$ cat src/flash_host_pkg.sv
// Package of constants for the flash command host controller
package flash_host_pkg;
  // ==========================================================
  // Register map (AXI4-Lite byte addresses)
  localparam logic [7:0] CTRL_OFF = 8'h00;
  localparam logic [7:0] ADDR_OFF = 8'h04;
  localparam logic [7:0] DATA_OFF = 8'h08;
  localparam logic [7:0] STAT_OFF = 8'h0c;
  localparam logic [7:0] RDAT_OFF = 8'h10;
  // CTRL fields: [3:0] op, [4] byte mode, [5] accelerate, [6] hw reset
  localparam int CTRL_OP_LSB = 0;
  localparam int CTRL_BYTE_BIT = 4;
  localparam int CTRL_ACC_BIT = 5;
  localparam int CTRL_HWRST_BIT = 6;
  localparam logic [31:0] CTRL_RST = 32'h0000_0000;
  // STAT fields
  localparam int STAT_BUSY_BIT = 0;
  localparam int STAT_BYPASS_BIT = 1;
  localparam int STAT_RDY_BIT = 2;
  // ==========================================================
  // Operations that software may start
  typedef enum logic [3:0] {
    OP_NONE, OP_RESET, OP_QUERY, OP_PROGRAM, OP_BYPASS_ENTER, OP_BYPASS_PROG,
    OP_BYPASS_EXIT, OP_CHIP_ERASE, OP_SECTOR_ERASE, OP_SECTOR_ADD, OP_READ
  } op_t;
  // ==========================================================
  // Command codes and unlock addresses (word mode / byte mode)
  localparam logic [7:0] CMD_RESET = 8'hf0;
  localparam logic [7:0] CMD_UNLOCK1 = 8'haa;
  localparam logic [7:0] CMD_UNLOCK2 = 8'h55;
  localparam logic [7:0] CMD_QUERY = 8'h90;
  localparam logic [7:0] CMD_PROGRAM = 8'ha0;
  localparam logic [7:0] CMD_BYPASS = 8'h20;
  localparam logic [7:0] CMD_ERASE_SETUP = 8'h80;
  localparam logic [7:0] CMD_CHIP_ERASE = 8'h10;
  localparam logic [7:0] CMD_SECTOR_ERASE = 8'h30;
  localparam logic [7:0] CMD_BYPASS_EXIT2 = 8'h00;
  localparam logic [11:0] UNLOCK_A1_WORD = 12'h555;
  localparam logic [11:0] UNLOCK_A2_WORD = 12'h2aa;
  localparam logic [11:0] UNLOCK_A1_BYTE = 12'haaa;
  localparam logic [11:0] UNLOCK_A2_BYTE = 12'h555;
  // ==========================================================
  // Bus widths and timing
  localparam int FADDR_W = 21;
  localparam int FDATA_W = 16;
  localparam int CLK_MHZ = 125;
  localparam int PHASE_NS = 40;
  localparam int PHASE_CYC = (PHASE_NS * CLK_MHZ + 999) / 1000;
  localparam int SEC_WIN_US = 50;
  localparam int SEC_WIN_CYC = SEC_WIN_US * CLK_MHZ;
endpackage : flash_host_pkg

$ cat src/flash_bus_cycle.sv
// One asynchronous write or read cycle on the flash pins
`timescale 1ns/1ps
module flash_bus_cycle
  import flash_host_pkg::*;
(
  // Clock and reset
  input wire logic clk,
  input wire logic rst_n,
  // Request
  input wire logic start,
  input wire logic is_read,
  input wire logic [FADDR_W-1:0] addr,
  input wire logic [FDATA_W-1:0] wdata,
  output logic done,
  output logic [FDATA_W-1:0] rdata_q,
  // Flash pins
  output logic chip_sel_n_q,
  output logic wr_n_q,
  output logic rd_n_q,
  output logic [FADDR_W-1:0] faddr_q,
  output logic [FDATA_W-1:0] fdq_o_q,
  output logic fdq_oe_q,
  input wire logic [FDATA_W-1:0] fdq_sync
);
  typedef enum logic [1:0] {C_IDLE, C_SETUP, C_STROBE, C_HOLD} cyc_t;
  cyc_t st_q;
  logic [7:0] cnt_q;
  logic tick;
  assign tick = (cnt_q == 8'(PHASE_CYC - 1));
  assign done = (st_q == C_HOLD) && tick;
  // ==========================================================
  // Phase sequencer: address set up, strobe low, strobe high and hold.
  // Strobes fall together after the address is stable, so the device's
  // later falling edge sees a settled address and data are stable at rise.
  always_ff @(posedge clk or negedge rst_n) begin
    if (!rst_n) begin
      st_q <= C_IDLE;
      cnt_q <= 8'h00;
      chip_sel_n_q <= 1'b1;
      wr_n_q <= 1'b1;
      rd_n_q <= 1'b1;
      faddr_q <= '0;
      fdq_o_q <= '0;
      fdq_oe_q <= 1'b0;
      rdata_q <= '0;
    end else begin
      cnt_q <= (st_q == C_IDLE || tick) ? 8'h00 : cnt_q + 8'h01;
      case (st_q)
        C_IDLE: if (start) begin
          st_q <= C_SETUP;
          faddr_q <= addr;
          fdq_o_q <= wdata;
          fdq_oe_q <= !is_read;
        end
        C_SETUP: if (tick) begin
          st_q <= C_STROBE;
          chip_sel_n_q <= 1'b0;
          wr_n_q <= is_read;
          rd_n_q <= !is_read;
        end
        C_STROBE: if (tick) begin
          st_q <= C_HOLD;
          rdata_q <= fdq_sync;
          chip_sel_n_q <= 1'b1;
          wr_n_q <= 1'b1;
          rd_n_q <= 1'b1;
        end
        C_HOLD: if (tick) begin
          st_q <= C_IDLE;
          fdq_oe_q <= 1'b0;
        end
        default: st_q <= C_IDLE;
      endcase
    end
  end
endmodule : flash_bus_cycle

$ cat src/flash_cmd_host.sv
// Host controller issuing flash command sequences from AXI4-Lite registers
// What this block does
// - Host writes reset to leave ID query mode.
// - Query: two unlocks then bank address with command 90h.
// - Host does not check whether the other bank programs or erases before a query.
// - Program is two unlocks, A0h, then address and data.
// - Two unlocks plus 20h enter bypass; then A0h plus address/data.
// - In bypass only bypass program and bypass reset are accepted; the host does not block other ops while bypass_q is set.
// - Chip erase: two unlocks, 80h, two unlocks, 10h.
// - Sector erase ends with sector address and 30h.
// - Extra sector addresses must follow within 50 us of the last.
//
// The AXI4-Lite slave port and the register addresses were decided locally.
`timescale 1ns/1ps
module flash_cmd_host
  import flash_host_pkg::*;
(
  // Clock and reset
  input wire logic clk,
  input wire logic rst_n,
  // AXI4-Lite write channels
  input wire logic [7:0] s_axi_awaddr,
  input wire logic s_axi_awvalid,
  output logic s_axi_awready,
  input wire logic [31:0] s_axi_wdata,
  input wire logic [3:0] s_axi_wstrb,
  input wire logic s_axi_wvalid,
  output logic s_axi_wready,
  output logic [1:0] s_axi_bresp,
  output logic s_axi_bvalid,
  input wire logic s_axi_bready,
  // AXI4-Lite read channels
  input wire logic [7:0] s_axi_araddr,
  input wire logic s_axi_arvalid,
  output logic s_axi_arready,
  output logic [31:0] s_axi_rdata,
  output logic [1:0] s_axi_rresp,
  output logic s_axi_rvalid,
  input wire logic s_axi_rready,
  // Flash pins
  output logic chip_sel_n,
  output logic wr_n,
  output logic rd_n,
  output logic byte_mode_n,
  output logic hw_reset_n,
  output logic protect_accelerate_pin,
  output logic [FADDR_W-1:0] flash_addr,
  output logic [FDATA_W-1:0] flash_dq_o,
  output logic flash_dq_oe,
  input wire logic [FDATA_W-1:0] flash_dq_i,
  input wire logic ready_busy_output
);
  // ==========================================================
  // Registers
  logic [31:0] ctrl_q, addr_q, data_q;
  logic [FDATA_W-1:0] rdat_q;
  logic go_q, busy_q, bypass_q;
  logic [FDATA_W-1:0] dq_m_q, dq_s_q;
  logic rb_m_q, rb_s_q;
  op_t op;
  assign op = op_t'(ctrl_q[CTRL_OP_LSB +: 4]);
  logic byte_mode;
  assign byte_mode = ctrl_q[CTRL_BYTE_BIT];

  // ==========================================================
  // Pin input synchronisers
  always_ff @(posedge clk or negedge rst_n) begin
    if (!rst_n) begin
      dq_m_q <= '0;
      dq_s_q <= '0;
      rb_m_q <= 1'b1;
      rb_s_q <= 1'b1;
    end else begin
      dq_m_q <= flash_dq_i;
      dq_s_q <= dq_m_q;
      rb_m_q <= ready_busy_output;
      rb_s_q <= rb_m_q;
    end
  end

  // ==========================================================
  // AXI4-Lite write side: address and data taken in either order
  logic aw_have_q, w_have_q;
  logic [7:0] aw_q;
  logic [31:0] w_q;
  logic wr_fire;
  assign s_axi_awready = !aw_have_q && !s_axi_bvalid;
  assign s_axi_wready = !w_have_q && !s_axi_bvalid;
  assign wr_fire = aw_have_q && w_have_q;
  assign s_axi_bresp = 2'b00;
  always_ff @(posedge clk or negedge rst_n) begin
    if (!rst_n) begin
      aw_have_q <= 1'b0;
      w_have_q <= 1'b0;
      aw_q <= 8'h00;
      w_q <= 32'h0;
      s_axi_bvalid <= 1'b0;
    end else begin
      if (s_axi_awvalid && s_axi_awready) begin
        aw_have_q <= 1'b1;
        aw_q <= s_axi_awaddr;
      end
      if (s_axi_wvalid && s_axi_wready) begin
        w_have_q <= 1'b1;
        w_q <= s_axi_wdata;
      end
      if (wr_fire) begin
        aw_have_q <= 1'b0;
        w_have_q <= 1'b0;
        s_axi_bvalid <= 1'b1;
      end else if (s_axi_bvalid && s_axi_bready) begin
        s_axi_bvalid <= 1'b0;
      end
    end
  end

  // Register writes; a CTRL write with a nonzero op starts a sequence.
  // Writes while busy or with an order pending are dropped and start no new sequence.
  logic seq_done, drop_go;
  always_ff @(posedge clk or negedge rst_n) begin
    if (!rst_n) begin
      ctrl_q <= CTRL_RST;
      addr_q <= 32'h0;
      data_q <= 32'h0;
      go_q <= 1'b0;
    end else begin
      if (seq_done || drop_go) go_q <= 1'b0;
      if (wr_fire && w_q != 32'h0 && aw_q == CTRL_OFF && !busy_q && !go_q) go_q <= 1'b1;
      if (wr_fire && !(busy_q || go_q)) begin
        if (aw_q == CTRL_OFF) ctrl_q <= w_q;
        if (aw_q == ADDR_OFF) addr_q <= w_q;
        if (aw_q == DATA_OFF) data_q <= w_q;
      end
    end
  end

  // ==========================================================
  // AXI4-Lite read side, one cycle answer
  always_ff @(posedge clk or negedge rst_n) begin
    if (!rst_n) begin
      s_axi_rvalid <= 1'b0;
      s_axi_rdata <= 32'h0;
    end else if (s_axi_arvalid && s_axi_arready) begin
      s_axi_rvalid <= 1'b1;
      case (s_axi_araddr)
        CTRL_OFF: s_axi_rdata <= ctrl_q;
        ADDR_OFF: s_axi_rdata <= addr_q;
        DATA_OFF: s_axi_rdata <= data_q;
        STAT_OFF: s_axi_rdata <= {29'h0, rb_s_q, bypass_q, busy_q | go_q};
        RDAT_OFF: s_axi_rdata <= {16'h0, rdat_q};
        default: s_axi_rdata <= 32'h0;
      endcase
    end else if (s_axi_rvalid && s_axi_rready) begin
      s_axi_rvalid <= 1'b0;
    end
  end
  assign s_axi_arready = !s_axi_rvalid;
  assign s_axi_rresp = 2'b00;

  // ==========================================================
  // Sequence engine: steps through the cycles of one command sequence
  logic [2:0] step_q;
  logic [2:0] n_steps;
  logic cyc_start, cyc_done, cyc_read;
  logic [FADDR_W-1:0] cyc_addr;
  logic [FDATA_W-1:0] cyc_data, cyc_rdata;
  logic [11:0] u1, u2;
  assign u1 = byte_mode ? UNLOCK_A1_BYTE : UNLOCK_A1_WORD;
  assign u2 = byte_mode ? UNLOCK_A2_BYTE : UNLOCK_A2_WORD;
  logic [FADDR_W-1:0] bank_u1;
  assign bank_u1 = {addr_q[FADDR_W-1:12], u1}; // Bank address in upper bits

  // Length of each sequence in bus cycles
  always_comb begin
    case (op)
      OP_RESET, OP_SECTOR_ADD, OP_READ: n_steps = 3'd1;
      OP_QUERY, OP_BYPASS_ENTER: n_steps = 3'd3;
      OP_PROGRAM: n_steps = 3'd4;
      OP_BYPASS_PROG, OP_BYPASS_EXIT: n_steps = 3'd2;
      OP_CHIP_ERASE, OP_SECTOR_ERASE: n_steps = 3'd6;
      default: n_steps = 3'd0;
    endcase
  end

  // Address and data of the current step
  always_comb begin
    cyc_read = (op == OP_READ);
    cyc_addr = addr_q[FADDR_W-1:0];
    cyc_data = data_q[FDATA_W-1:0];
    case (op)
      OP_RESET: cyc_data = {8'h00, CMD_RESET};
      OP_BYPASS_PROG: if (step_q == 3'd0) cyc_data = {8'h00, CMD_PROGRAM};
      OP_BYPASS_EXIT: cyc_data = (step_q == 3'd0) ? {8'h00, CMD_QUERY}
                                                  : {8'h00, CMD_BYPASS_EXIT2};
      OP_SECTOR_ADD: cyc_data = {8'h00, CMD_SECTOR_ERASE};
      OP_READ: cyc_data = '0;
      default: begin
        case (step_q)
          3'd0, 3'd3: if (op != OP_PROGRAM || step_q == 3'd0) begin
            cyc_addr = {9'h0, u1};
            cyc_data = {8'h00, CMD_UNLOCK1};
          end
          3'd1, 3'd4: begin
            cyc_addr = {9'h0, u2};
            cyc_data = {8'h00, CMD_UNLOCK2};
          end
          3'd2: begin
            cyc_addr = bank_u1;
            case (op)
              OP_QUERY: cyc_data = {8'h00, CMD_QUERY};
              OP_PROGRAM: cyc_data = {8'h00, CMD_PROGRAM};
              OP_BYPASS_ENTER: cyc_data = {8'h00, CMD_BYPASS};
              default: cyc_data = {8'h00, CMD_ERASE_SETUP};
            endcase
          end
          default: begin
            // Last cycle of an erase: the erase command; program address/data come at step 3
            if (op == OP_CHIP_ERASE) begin
              cyc_addr = {9'h0, u1};
              cyc_data = {8'h00, CMD_CHIP_ERASE};
            end else if (op == OP_SECTOR_ERASE) begin
              cyc_data = {8'h00, CMD_SECTOR_ERASE};
            end
          end
        endcase
      end
    endcase
  end

  // Step counter and busy; a sector address is refused once the window lapses
  logic [15:0] win_q;
  logic win_open;
  assign win_open = (win_q != 16'h0);
  logic refuse;
  assign refuse = (op == OP_SECTOR_ADD) && !win_open;
  // An order that cannot start is dropped, or later register writes would stall
  assign drop_go = go_q && !busy_q && (refuse || n_steps == 3'd0);
  logic cyc_done_q;
  assign cyc_start = busy_q && !cyc_done_q;
  assign seq_done = busy_q && cyc_done && (step_q == n_steps - 3'd1);
  always_ff @(posedge clk or negedge rst_n) begin
    if (!rst_n) begin
      busy_q <= 1'b0;
      step_q <= 3'd0;
      cyc_done_q <= 1'b0;
    end else begin
      cyc_done_q <= cyc_done;
      if (!busy_q && go_q && !refuse && n_steps != 3'd0) begin
        busy_q <= 1'b1;
        step_q <= 3'd0;
      end else if (seq_done) begin
        busy_q <= 1'b0;
      end else if (busy_q && cyc_done) begin
        step_q <= step_q + 3'd1;
      end
    end
  end

  // Sector window timer restarts one hold phase after each sector command's strobe rise, loaded short by PHASE_CYC
  always_ff @(posedge clk or negedge rst_n) begin
    if (!rst_n) begin
      win_q <= 16'h0;
    end else if (seq_done && (op == OP_SECTOR_ERASE || op == OP_SECTOR_ADD)) begin
      win_q <= 16'(SEC_WIN_CYC - PHASE_CYC);
    end else if (seq_done) begin
      win_q <= 16'h0;
    end else if (win_open) begin
      win_q <= win_q - 16'h1;
    end
  end

  // Bypass state: tracked from bypass enter, bypass exit and reset only, not from accelerate
  always_ff @(posedge clk or negedge rst_n) begin
    if (!rst_n) begin
      bypass_q <= 1'b0;
      rdat_q <= '0;
    end else if (seq_done) begin
      if (op == OP_BYPASS_ENTER) bypass_q <= 1'b1;
      if (op == OP_BYPASS_EXIT || op == OP_RESET) bypass_q <= 1'b0;
      if (op == OP_READ) rdat_q <= cyc_rdata;
    end
  end

  // ==========================================================
  // Static pins
  assign byte_mode_n = !byte_mode;
  assign hw_reset_n = !ctrl_q[CTRL_HWRST_BIT];
  assign protect_accelerate_pin = ctrl_q[CTRL_ACC_BIT];

  flash_bus_cycle u_cycle (
    .clk(clk),
    .rst_n(rst_n),
    .start(cyc_start),
    .is_read(cyc_read),
    .addr(cyc_addr),
    .wdata(cyc_data),
    .done(cyc_done),
    .rdata_q(cyc_rdata),
    .chip_sel_n_q(chip_sel_n),
    .wr_n_q(wr_n),
    .rd_n_q(rd_n),
    .faddr_q(flash_addr),
    .fdq_o_q(flash_dq_o),
    .fdq_oe_q(flash_dq_oe),
    .fdq_sync(dq_s_q)
  );

  // ==========================================================
  // Checks
  a_strobe_pair: assert property (@(posedge clk) disable iff (!rst_n)
    !wr_n |-> !chip_sel_n && flash_dq_oe) else $error("write strobe without select");
  a_data_stable: assert property (@(posedge clk) disable iff (!rst_n)
    !wr_n && $past(!wr_n) |-> $stable(flash_dq_o) && $stable(flash_addr))
    else $error("data moved under strobe");
  a_unlock_first: assert property (@(posedge clk) disable iff (!rst_n)
    $fell(wr_n) && busy_q && step_q == 3'd0 && op == OP_PROGRAM
    |-> flash_dq_o[7:0] == CMD_UNLOCK1) else $error("bad first unlock");
  a_query_cmd: assert property (@(posedge clk) disable iff (!rst_n)
    $fell(wr_n) && step_q == 3'd2 && op == OP_QUERY |-> flash_dq_o[7:0] == CMD_QUERY)
    else $error("bad query command");
  a_bypass_two: assert property (@(posedge clk) disable iff (!rst_n)
    busy_q && op == OP_BYPASS_PROG |-> step_q < 3'd2) else $error("bypass too long");
  a_reset_code: assert property (@(posedge clk) disable iff (!rst_n)
    $fell(wr_n) && op == OP_RESET |-> flash_dq_o[7:0] == CMD_RESET)
    else $error("bad reset code");
  a_chip_last: assert property (@(posedge clk) disable iff (!rst_n)
    $fell(wr_n) && step_q == 3'd5 && op == OP_CHIP_ERASE
    |-> flash_dq_o[7:0] == CMD_CHIP_ERASE) else $error("bad chip erase");
  a_window_len: assert property (@(posedge clk) disable iff (!rst_n)
    $rose(win_open) |-> win_q == 16'(SEC_WIN_CYC - PHASE_CYC))
    else $error("bad window");
endmodule : flash_cmd_host

$ cat config.mk
export PLATFORM = sky130hd
export DESIGN_NAME = flash_cmd_host
export DESIGN_NICKNAME = d
export VERILOG_FILES = /design/src/flash_host_pkg.sv /design/src/flash_bus_cycle.sv /design/src/flash_cmd_host.sv
export SDC_FILE = /design/constraint.sdc
export NUM_CORES = 1
export LEC_CHECK = 0
export ABC_CLOCK_PERIOD_IN_PS = 3300
export BUFFER_PORTS_ARGS = -buffer_cell sky130_fd_sc_hd__clkbuf_2
export CAP_MARGIN = 15
export CORE_ASPECT_RATIO = 0.7
export CORE_MARGIN = 2
export CORE_UTILIZATION = 35
export CTS_CLUSTER_DIAMETER = 50
export DETAILED_ROUTE_END_ITERATION = 7
export GPL_TIMING_DRIVEN = 0
export PLACE_DENSITY_LB_ADDON = 0.05
export SYNTH_ARGS = -nofsm -noshare
export SYNTH_HDL_FRONTEND = slang
export SYNTH_SLANG_ARGS = --single-unit
$ cat constraint.sdc
create_clock -name clk -period 3.3 [get_ports clk]
set_input_delay 0 -clock clk [delete_from_list [all_inputs] [get_ports clk]]
set_output_delay 0 -clock clk [all_outputs]
set_load 0.005 [all_outputs]
# Word level (Yosys, flattened, before mapping)

Memories as Yosys holds them, arrays and structs flattened.
Index checks and enable logic that the tools add are counted.

Memories: 1
Memory bits (read-only): 48
Word-level logic and storage cells: 193
Bits of input ports: 76
Flip-flop bits (word level): 312

Memory list:

| memory           | words | width | read ports | clocked after Yosys merged registers in | wr ports | RTL line              | text |
|---|---|---|---|---|---|---|---|
| (name not given) | 16    | 3     | 1          | 0                                       | 0        | flash_cmd_host.sv:175 | `case (op)` |

Bitwise operators: 1
Equality and inequality tests: 31
Multiplexer cells: 50
Reduce and logical (&&, ||, !) cells: 76
Add/subtract/negate cells: 4

Operator list:

| cell                                               | number |
|---|---|
| case mux 32 bit (5 select lines)                   | 1 |
| two-way mux 16 bit                                 | 7 |
| case mux 16 bit (5 select lines)                   | 1 |
| two-way mux 21 bit                                 | 3 |
| case mux 21 bit (3 select lines)                   | 1 |
| case mux 16 bit (3 select lines)                   | 1 |
| nonzero test 32 bit                                | 1 |
| == test 8 x 3 -> 1 bit, second input constant      | 3 |
| == test 8 x 4 -> 1 bit, second input constant      | 3 |
| case mux 8 bit (3 select lines)                    | 1 |
| logical AND 1 bit                                  | 23 |
| nonzero test 2 bit                                 | 10 |
| two-way mux 1 bit                                  | 19 |
| == test 4 x 3 -> 1 bit, second input constant      | 4 |
| logical NOT 8 bit                                  | 2 |
| two-way mux 8 bit                                  | 2 |
| AND reduction 2 bit                                | 8 |
| nonzero test 16 bit                                | 1 |
| subtractor 16 x 1 -> 16 bit, second input constant | 1 |
| logical NOT 1 bit                                  | 13 |
| == test 4 bit, second input constant               | 3 |
| two-way mux 12 bit                                 | 1 |
| two-way mux 11 bit                                 | 1 |
| two-way mux 3 bit                                  | 3 |
| 27 further kinds                                   | 49 |

# Longest topological paths before layout

Depth in word-level cells: 8
Depth in mapped cells: 12
Depth with buffers taken out: 10

# Cells and area by module

Synthesis repeated with hierarchy kept, for this count alone.

Cell total of the unflattened synthesis: 1106
Area total of the unflattened synthesis: 14084.8 um^2

Modules (own cells, without submodules):

| module          | area each (um^2) | times used | cells an instance |
|---|---|---|---|
| flash_cmd_host  | 11245.8          | 1          | 910 |
| flash_bus_cycle | 2839.0           | 1          | 196 |

# Least setup slack after synthesis

OpenSTA, ideal clock, no wires.

Path type: register -> register
Start: reg ctrl_q[0]
End: reg rdat_q[10]
Cell stages (with the launch flop): 13
Setup time: 125 ps
Setup slack: 471 ps
Period minus slack after synthesis: 2829 ps
Required time: 3175 ps
Arrival time: 2704 ps
Buffers on the path: 2
Cell sequence: dfrtp_1 inv_1 ha_1 clkbuf_1 nor2_1 o21a_1 ha_1 xnor2_1 and4bb_2 o2111ai_4 nor2_8 buf_12 mux2_4

Word-level cells in the longest chain between the ends: 5

Ends and longest elaborated chain:

| element                         | RTL line              | text |
|---|---|---|
| from (decl)                     | flash_cmd_host.sv:55  | `logic [31:0] ctrl_q, addr_q, data_q;` |
| from (signal assigned)          | flash_cmd_host.sv:130 | `if (aw_q == CTRL_OFF) ctrl_q <= w_q;` |
| memory (16 x 3 bit)             | n/a                   |  |
| subtractor 3 x 1 -> 3 bit       | flash_cmd_host.sv:240 | `assign seq_done = busy_q && cyc_done && (step_q == n_steps - 3'd1);` |
| == test 3 bit                   | flash_cmd_host.sv:240 |  |
| logical AND 1 bit               | flash_cmd_host.sv:240 |  |
| AND reduction 2 bit (no line) * | n/a                   |  |
| to (signal assigned)            | flash_cmd_host.sv:280 | `if (op == OP_READ) rdat_q <= cyc_rdata;` |
| to (decl)                       | flash_cmd_host.sv:56  | `logic [FDATA_W-1:0] rdat_q;` |

Every way passes the cells marked *; elsewhere a longest branch is shown, timed or not.
A chain may end at the register's enable or synchronous reset.

# Final worst setup path

Start: reg ctrl_q[0]
End: reg rdat_q[5]

Same word-level chain as after synthesis.

==> summary.md <==
| Metric | Value |
|---|---|
| Status | `complete, no violations` |
| EDFF count, synth | `0` |
| Final Hold Viols | `0` |
| Achievable frequency | `322 MHz` |
| CP endpoint kind | `register` |
| Max_cap viols | `0` |
| Post-Route Setup TNS | `0 ns` |
| CTS Sinks | `about 310` |
| Worst Hold Class | `input pin to async pin` |
| Max Slew Vio Count | `0` |
| Setup violators final | `0` |
| Mapped Area | `between 0.01 and 0.015 mm^2` |
| DR vias | `between 9,000 and 10,000` |
| Die width | `approximately 240 um` |
| Critical Path AT | `approximately 3.5 ns` |
| Die area | `~0.042 mm^2` |
| Final min period | `approximately 3.1 ns` |
| Netlist cell types | `76` |
| Final #Nets | `around 1,500` |
| Global route overflow | `0` |
| DRT iter0 DRCs | `between 700 and 800` |
| Most frequently used flop master after synthesis | `dfrtp_1` |
| Clk slew on worst S/H paths | `0.06 ns` |
| Clock buffer count from CTS | `36` |
| Die Y | `roughly 170 um` |
| Initial Utilization | `35.4%` |
| Port Buffers | `roughly 150` |
| WP buf/inv | `2` |
| Root buffer cell | `clkbuf_16` |
| Most frequent CP cell | `ha_1` |
| Ys Warns | `0` |
| H-tree depth | `2` |
| Final ANT Viol Nets | `0` |
| Worst-margin pin slew | `0.851 ns` |
| Core area | `~0.040 mm^2` |
| Vias per cell | `just over 5` |
| Gr usage total | `slightly below 20%` |
| Row Count | `~60` |
| Worst setup SP type | `register` |
| Initial antenna violation count | `0` |
| Drt total wl | `between 40,000 and 50,000 um` |
| RSZ-0062 raised after global routing | `false` |
| Hold Slack | `approximately 0.027 ns` |
| LEAKAGE | `about 0.0083 uW` |
| DRC Markers | `0` |
| 1st-pass router iterations | `5` |
| Layout cells sized above 1 | `between 30% and 40%` |
| Seq/Total Area, Yosys | `55.6%` |
| Area delta synth->final | `24.4%` |
| Placed wire-length estimate | `28,700 um` |
| WP data required | `between 3 and 4 ns` |
| Slowest CP cell | `dfrtp_1` |
| Asr flop ratio synth | `between 90% and 100%` |
| CTS tree | `done` |
| Peak VDD IR | `0.388 mV` |
| Rel. slew slack | `around 43%` |
| CP Class | `register to register` |
| Vias in the first global route | `roughly 9,800` |
| I/O pin count | `~160` |
| DR WL/cell | `between 20 and 25 um` |
| Final Cycle Share | `between 90% and 100%` |
| Clock Skews | `~0.023 ns` |
| Power Density | `679 mW/mm^2` |
| Crit-path max FO | `10` |
| Largest net degree at the start of global routing | `96` |
| Worst path top cell family by delay | `adder cells` |
| CP cell instances | `inv_1 -> ha_1 -> nor2_1 -> o21a_1 -> ha_1 -> xnor2_1 -> and4bb_2 -> o2111ai_4 -> nor2_8 -> buf_12 -> mux2_4` |
| Cell count after synthesis | `~1,100` |
| Avg Synthesized Cell Area | `around 12 um^2` |
| Largest stage delay, worst path | `just over 0.4 ns` |
| Clk buf depth | `3` |
| Worst-Skew Late Latency | `between 0.5 and 0.6 ns` |
| Diode count | `0` |
| Register bit total from synthesis | `roughly 310` |
| First-pass GRT wire length | `just over 60,000 um` |
| Routability cong. | `between 0.8 and 0.9` |
## cells by family (layout without fill, tap and decap cells)
group                    Yosys count  in the layout  share of synthesized area [%]
flip-flops                       312            312                           55.6
AND/OR/NAND/NOR                  280            280                           10.4
AO/OA/AOI/OAI                    233            233                           11.4
multiplexers                     189            189                           16.2
buffers and inverters             90            373                           3.23
XOR/XNOR                          22             22                           1.37
adder cells (fa/ha/maj)           19             19                           1.69
other                              1              4                         0.0267
## routing by layer
layer / wire (um) / vias up / global-route usage (%) / part of all wire (%)
met1: 21200 / 4923 / 31.6 / 53
met4: 594 / 0 / 4.16 / 1.5
met2: 16300 / 253 / 27.0 / 41
met3: 2050 / 48 / 2.95 / 5.1
li1: - / 4676 / - / -
met5: 0 / - / 0 / 0
## Yosys cell counts (4+ instances only)
master	number	area [um^2]
mux2_4	40	601
nand2_1	70	263
or3_1	9	56.3
buf_4	6	45.0
o22ai_1	9	56.3
nand3b_1	8	60.1
o21ai_0	76	380
dfstp_2	5	131
nor2b_1	7	43.8
or2_2	4	25.0
o211ai_1	6	45.0
nand2b_1	5	31.3
a211oi_1	4	30.0
o221ai_1	6	52.6
a21oi_1	33	165
and3_1	4	25.0
nor3_1	19	95.1
o21a_1	13	97.6
a222oi_1	13	130
mux2i_1	21	210
buf_12	4	80.1
a31oi_1	4	25.0
inv_1	23	86.3
and2_1	12	75.1
nor4_1	14	87.6
xnor2_1	9	78.8
dfrtp_1	307	7680
xor2_1	13	114
mux2_2	125	1410
clkbuf_1	36	135
a22o_1	38	333
ha_1	19	238
nand4_1	4	25.0
buf_2	16	80.1
nand3_1	26	130
nor2_1	73	274
## layout make-up
| type | instances | area (um^2) |
|---|---|---|
| flip-flops and latches | 312 | 7810 |
| well taps | 535 | 669 |
| clock buffers | 53 | 1080 |
| inverters | 23 | 86.3 |
| clock inverters | 10 | 160 |
| plain buffers | 66 | 364 |
| repair buffers | 221 | 1510 |
| multi-input cells | 747 | 5790 |
| fillers | 3719 | 22100 |
## registers in the layout, indices dropped and copies added (netlist names), 21 cells and up
register,flops
addr_q,32
ctrl_q,32
data_q,32
s_axi_rdata,32
w_q,32
u_cycle.faddr_q,21
## placed cells by master, fill, tap and decap left out, types with 33 or more instances in the layout
cell	Yosys	final
mux2_4	40	40
clkbuf_16	0	37
clkbuf_1	36	42
dlygate4sd3_1	0	63
a22o_1	38	38
dfrtp_1	307	307
o21ai_0	76	76
clkbuf_2	1	151
mux2_2	125	125
nand2_1	70	70
a21oi_1	33	33
nor2_1	73	73
## path summary, 6_finish.rpt
kind                                            start  slack, ns                           to  cells after the start
worst max-delay path            ctrl_q[0]$_DFFE_PN0P_       0.19        rdat_q[5]$_DFFE_PN0P_                     11
worst min-delay path                            rst_n       0.03   u_cycle.cnt_q[3]$_DFF_PN0_                      2
worst max register to register  ctrl_q[0]$_DFFE_PN0P_       0.19        rdat_q[5]$_DFFE_PN0P_                     11
worst min register to register    dq_m_q[5]$_DFF_PN0_       0.35          dq_s_q[5]$_DFF_PN0_                      0
max in group asynchronous                       rst_n       1.99  s_axi_rdata[25]$_DFFE_PN0P_                      4
min in group clk                      s_axi_araddr[6]       0.11   s_axi_rdata[6]$_DFFE_PN0P_                      4
## metrics by stage
step	std cells	power, uW	setup WS [ns]	utilization (%)	cell area, um^2
floorplan	1149	6710	0.471	-	14100
global placement	1835	7660	-5.02	39.1	15500
detailed placement	1838	7710	0.00893	39.3	15600
CTS	1963	12000	0.113	44.0	17400
global route	1967	12500	0.0263	44.1	17500
finish	1967	11900	0.191	44.1	17500
## power by group
group,total [uW],internal (uW),switching (uW)
Clock,4180,2570,1600
Combinational,2310,1180,1130
Sequential,5370,4580,789
Total,11900,8340,3520
## worst reg2reg max path: cells and delay by family, from the launching register on
family	cells	cell delay (ns)
adders and majority gates	2	0.72
and+or+nand+nor	3	0.65
AOI/OAI and AO/OA	2	0.43
DFF	1	0.41
buffers and inverters	2	0.30
muxes	1	0.30
xor gates and xnor gates	1	0.19
## timing repair
action,CTS,global route
hold buffers,63,0
endpoints found under the hold margin,148,0
pin swaps,0,1
buffers inserted,0,4
gates resized for setup,0,0
endpoints found under the setup margin,4,10
No activity file was read; power rests on OpenSTA's default activity.
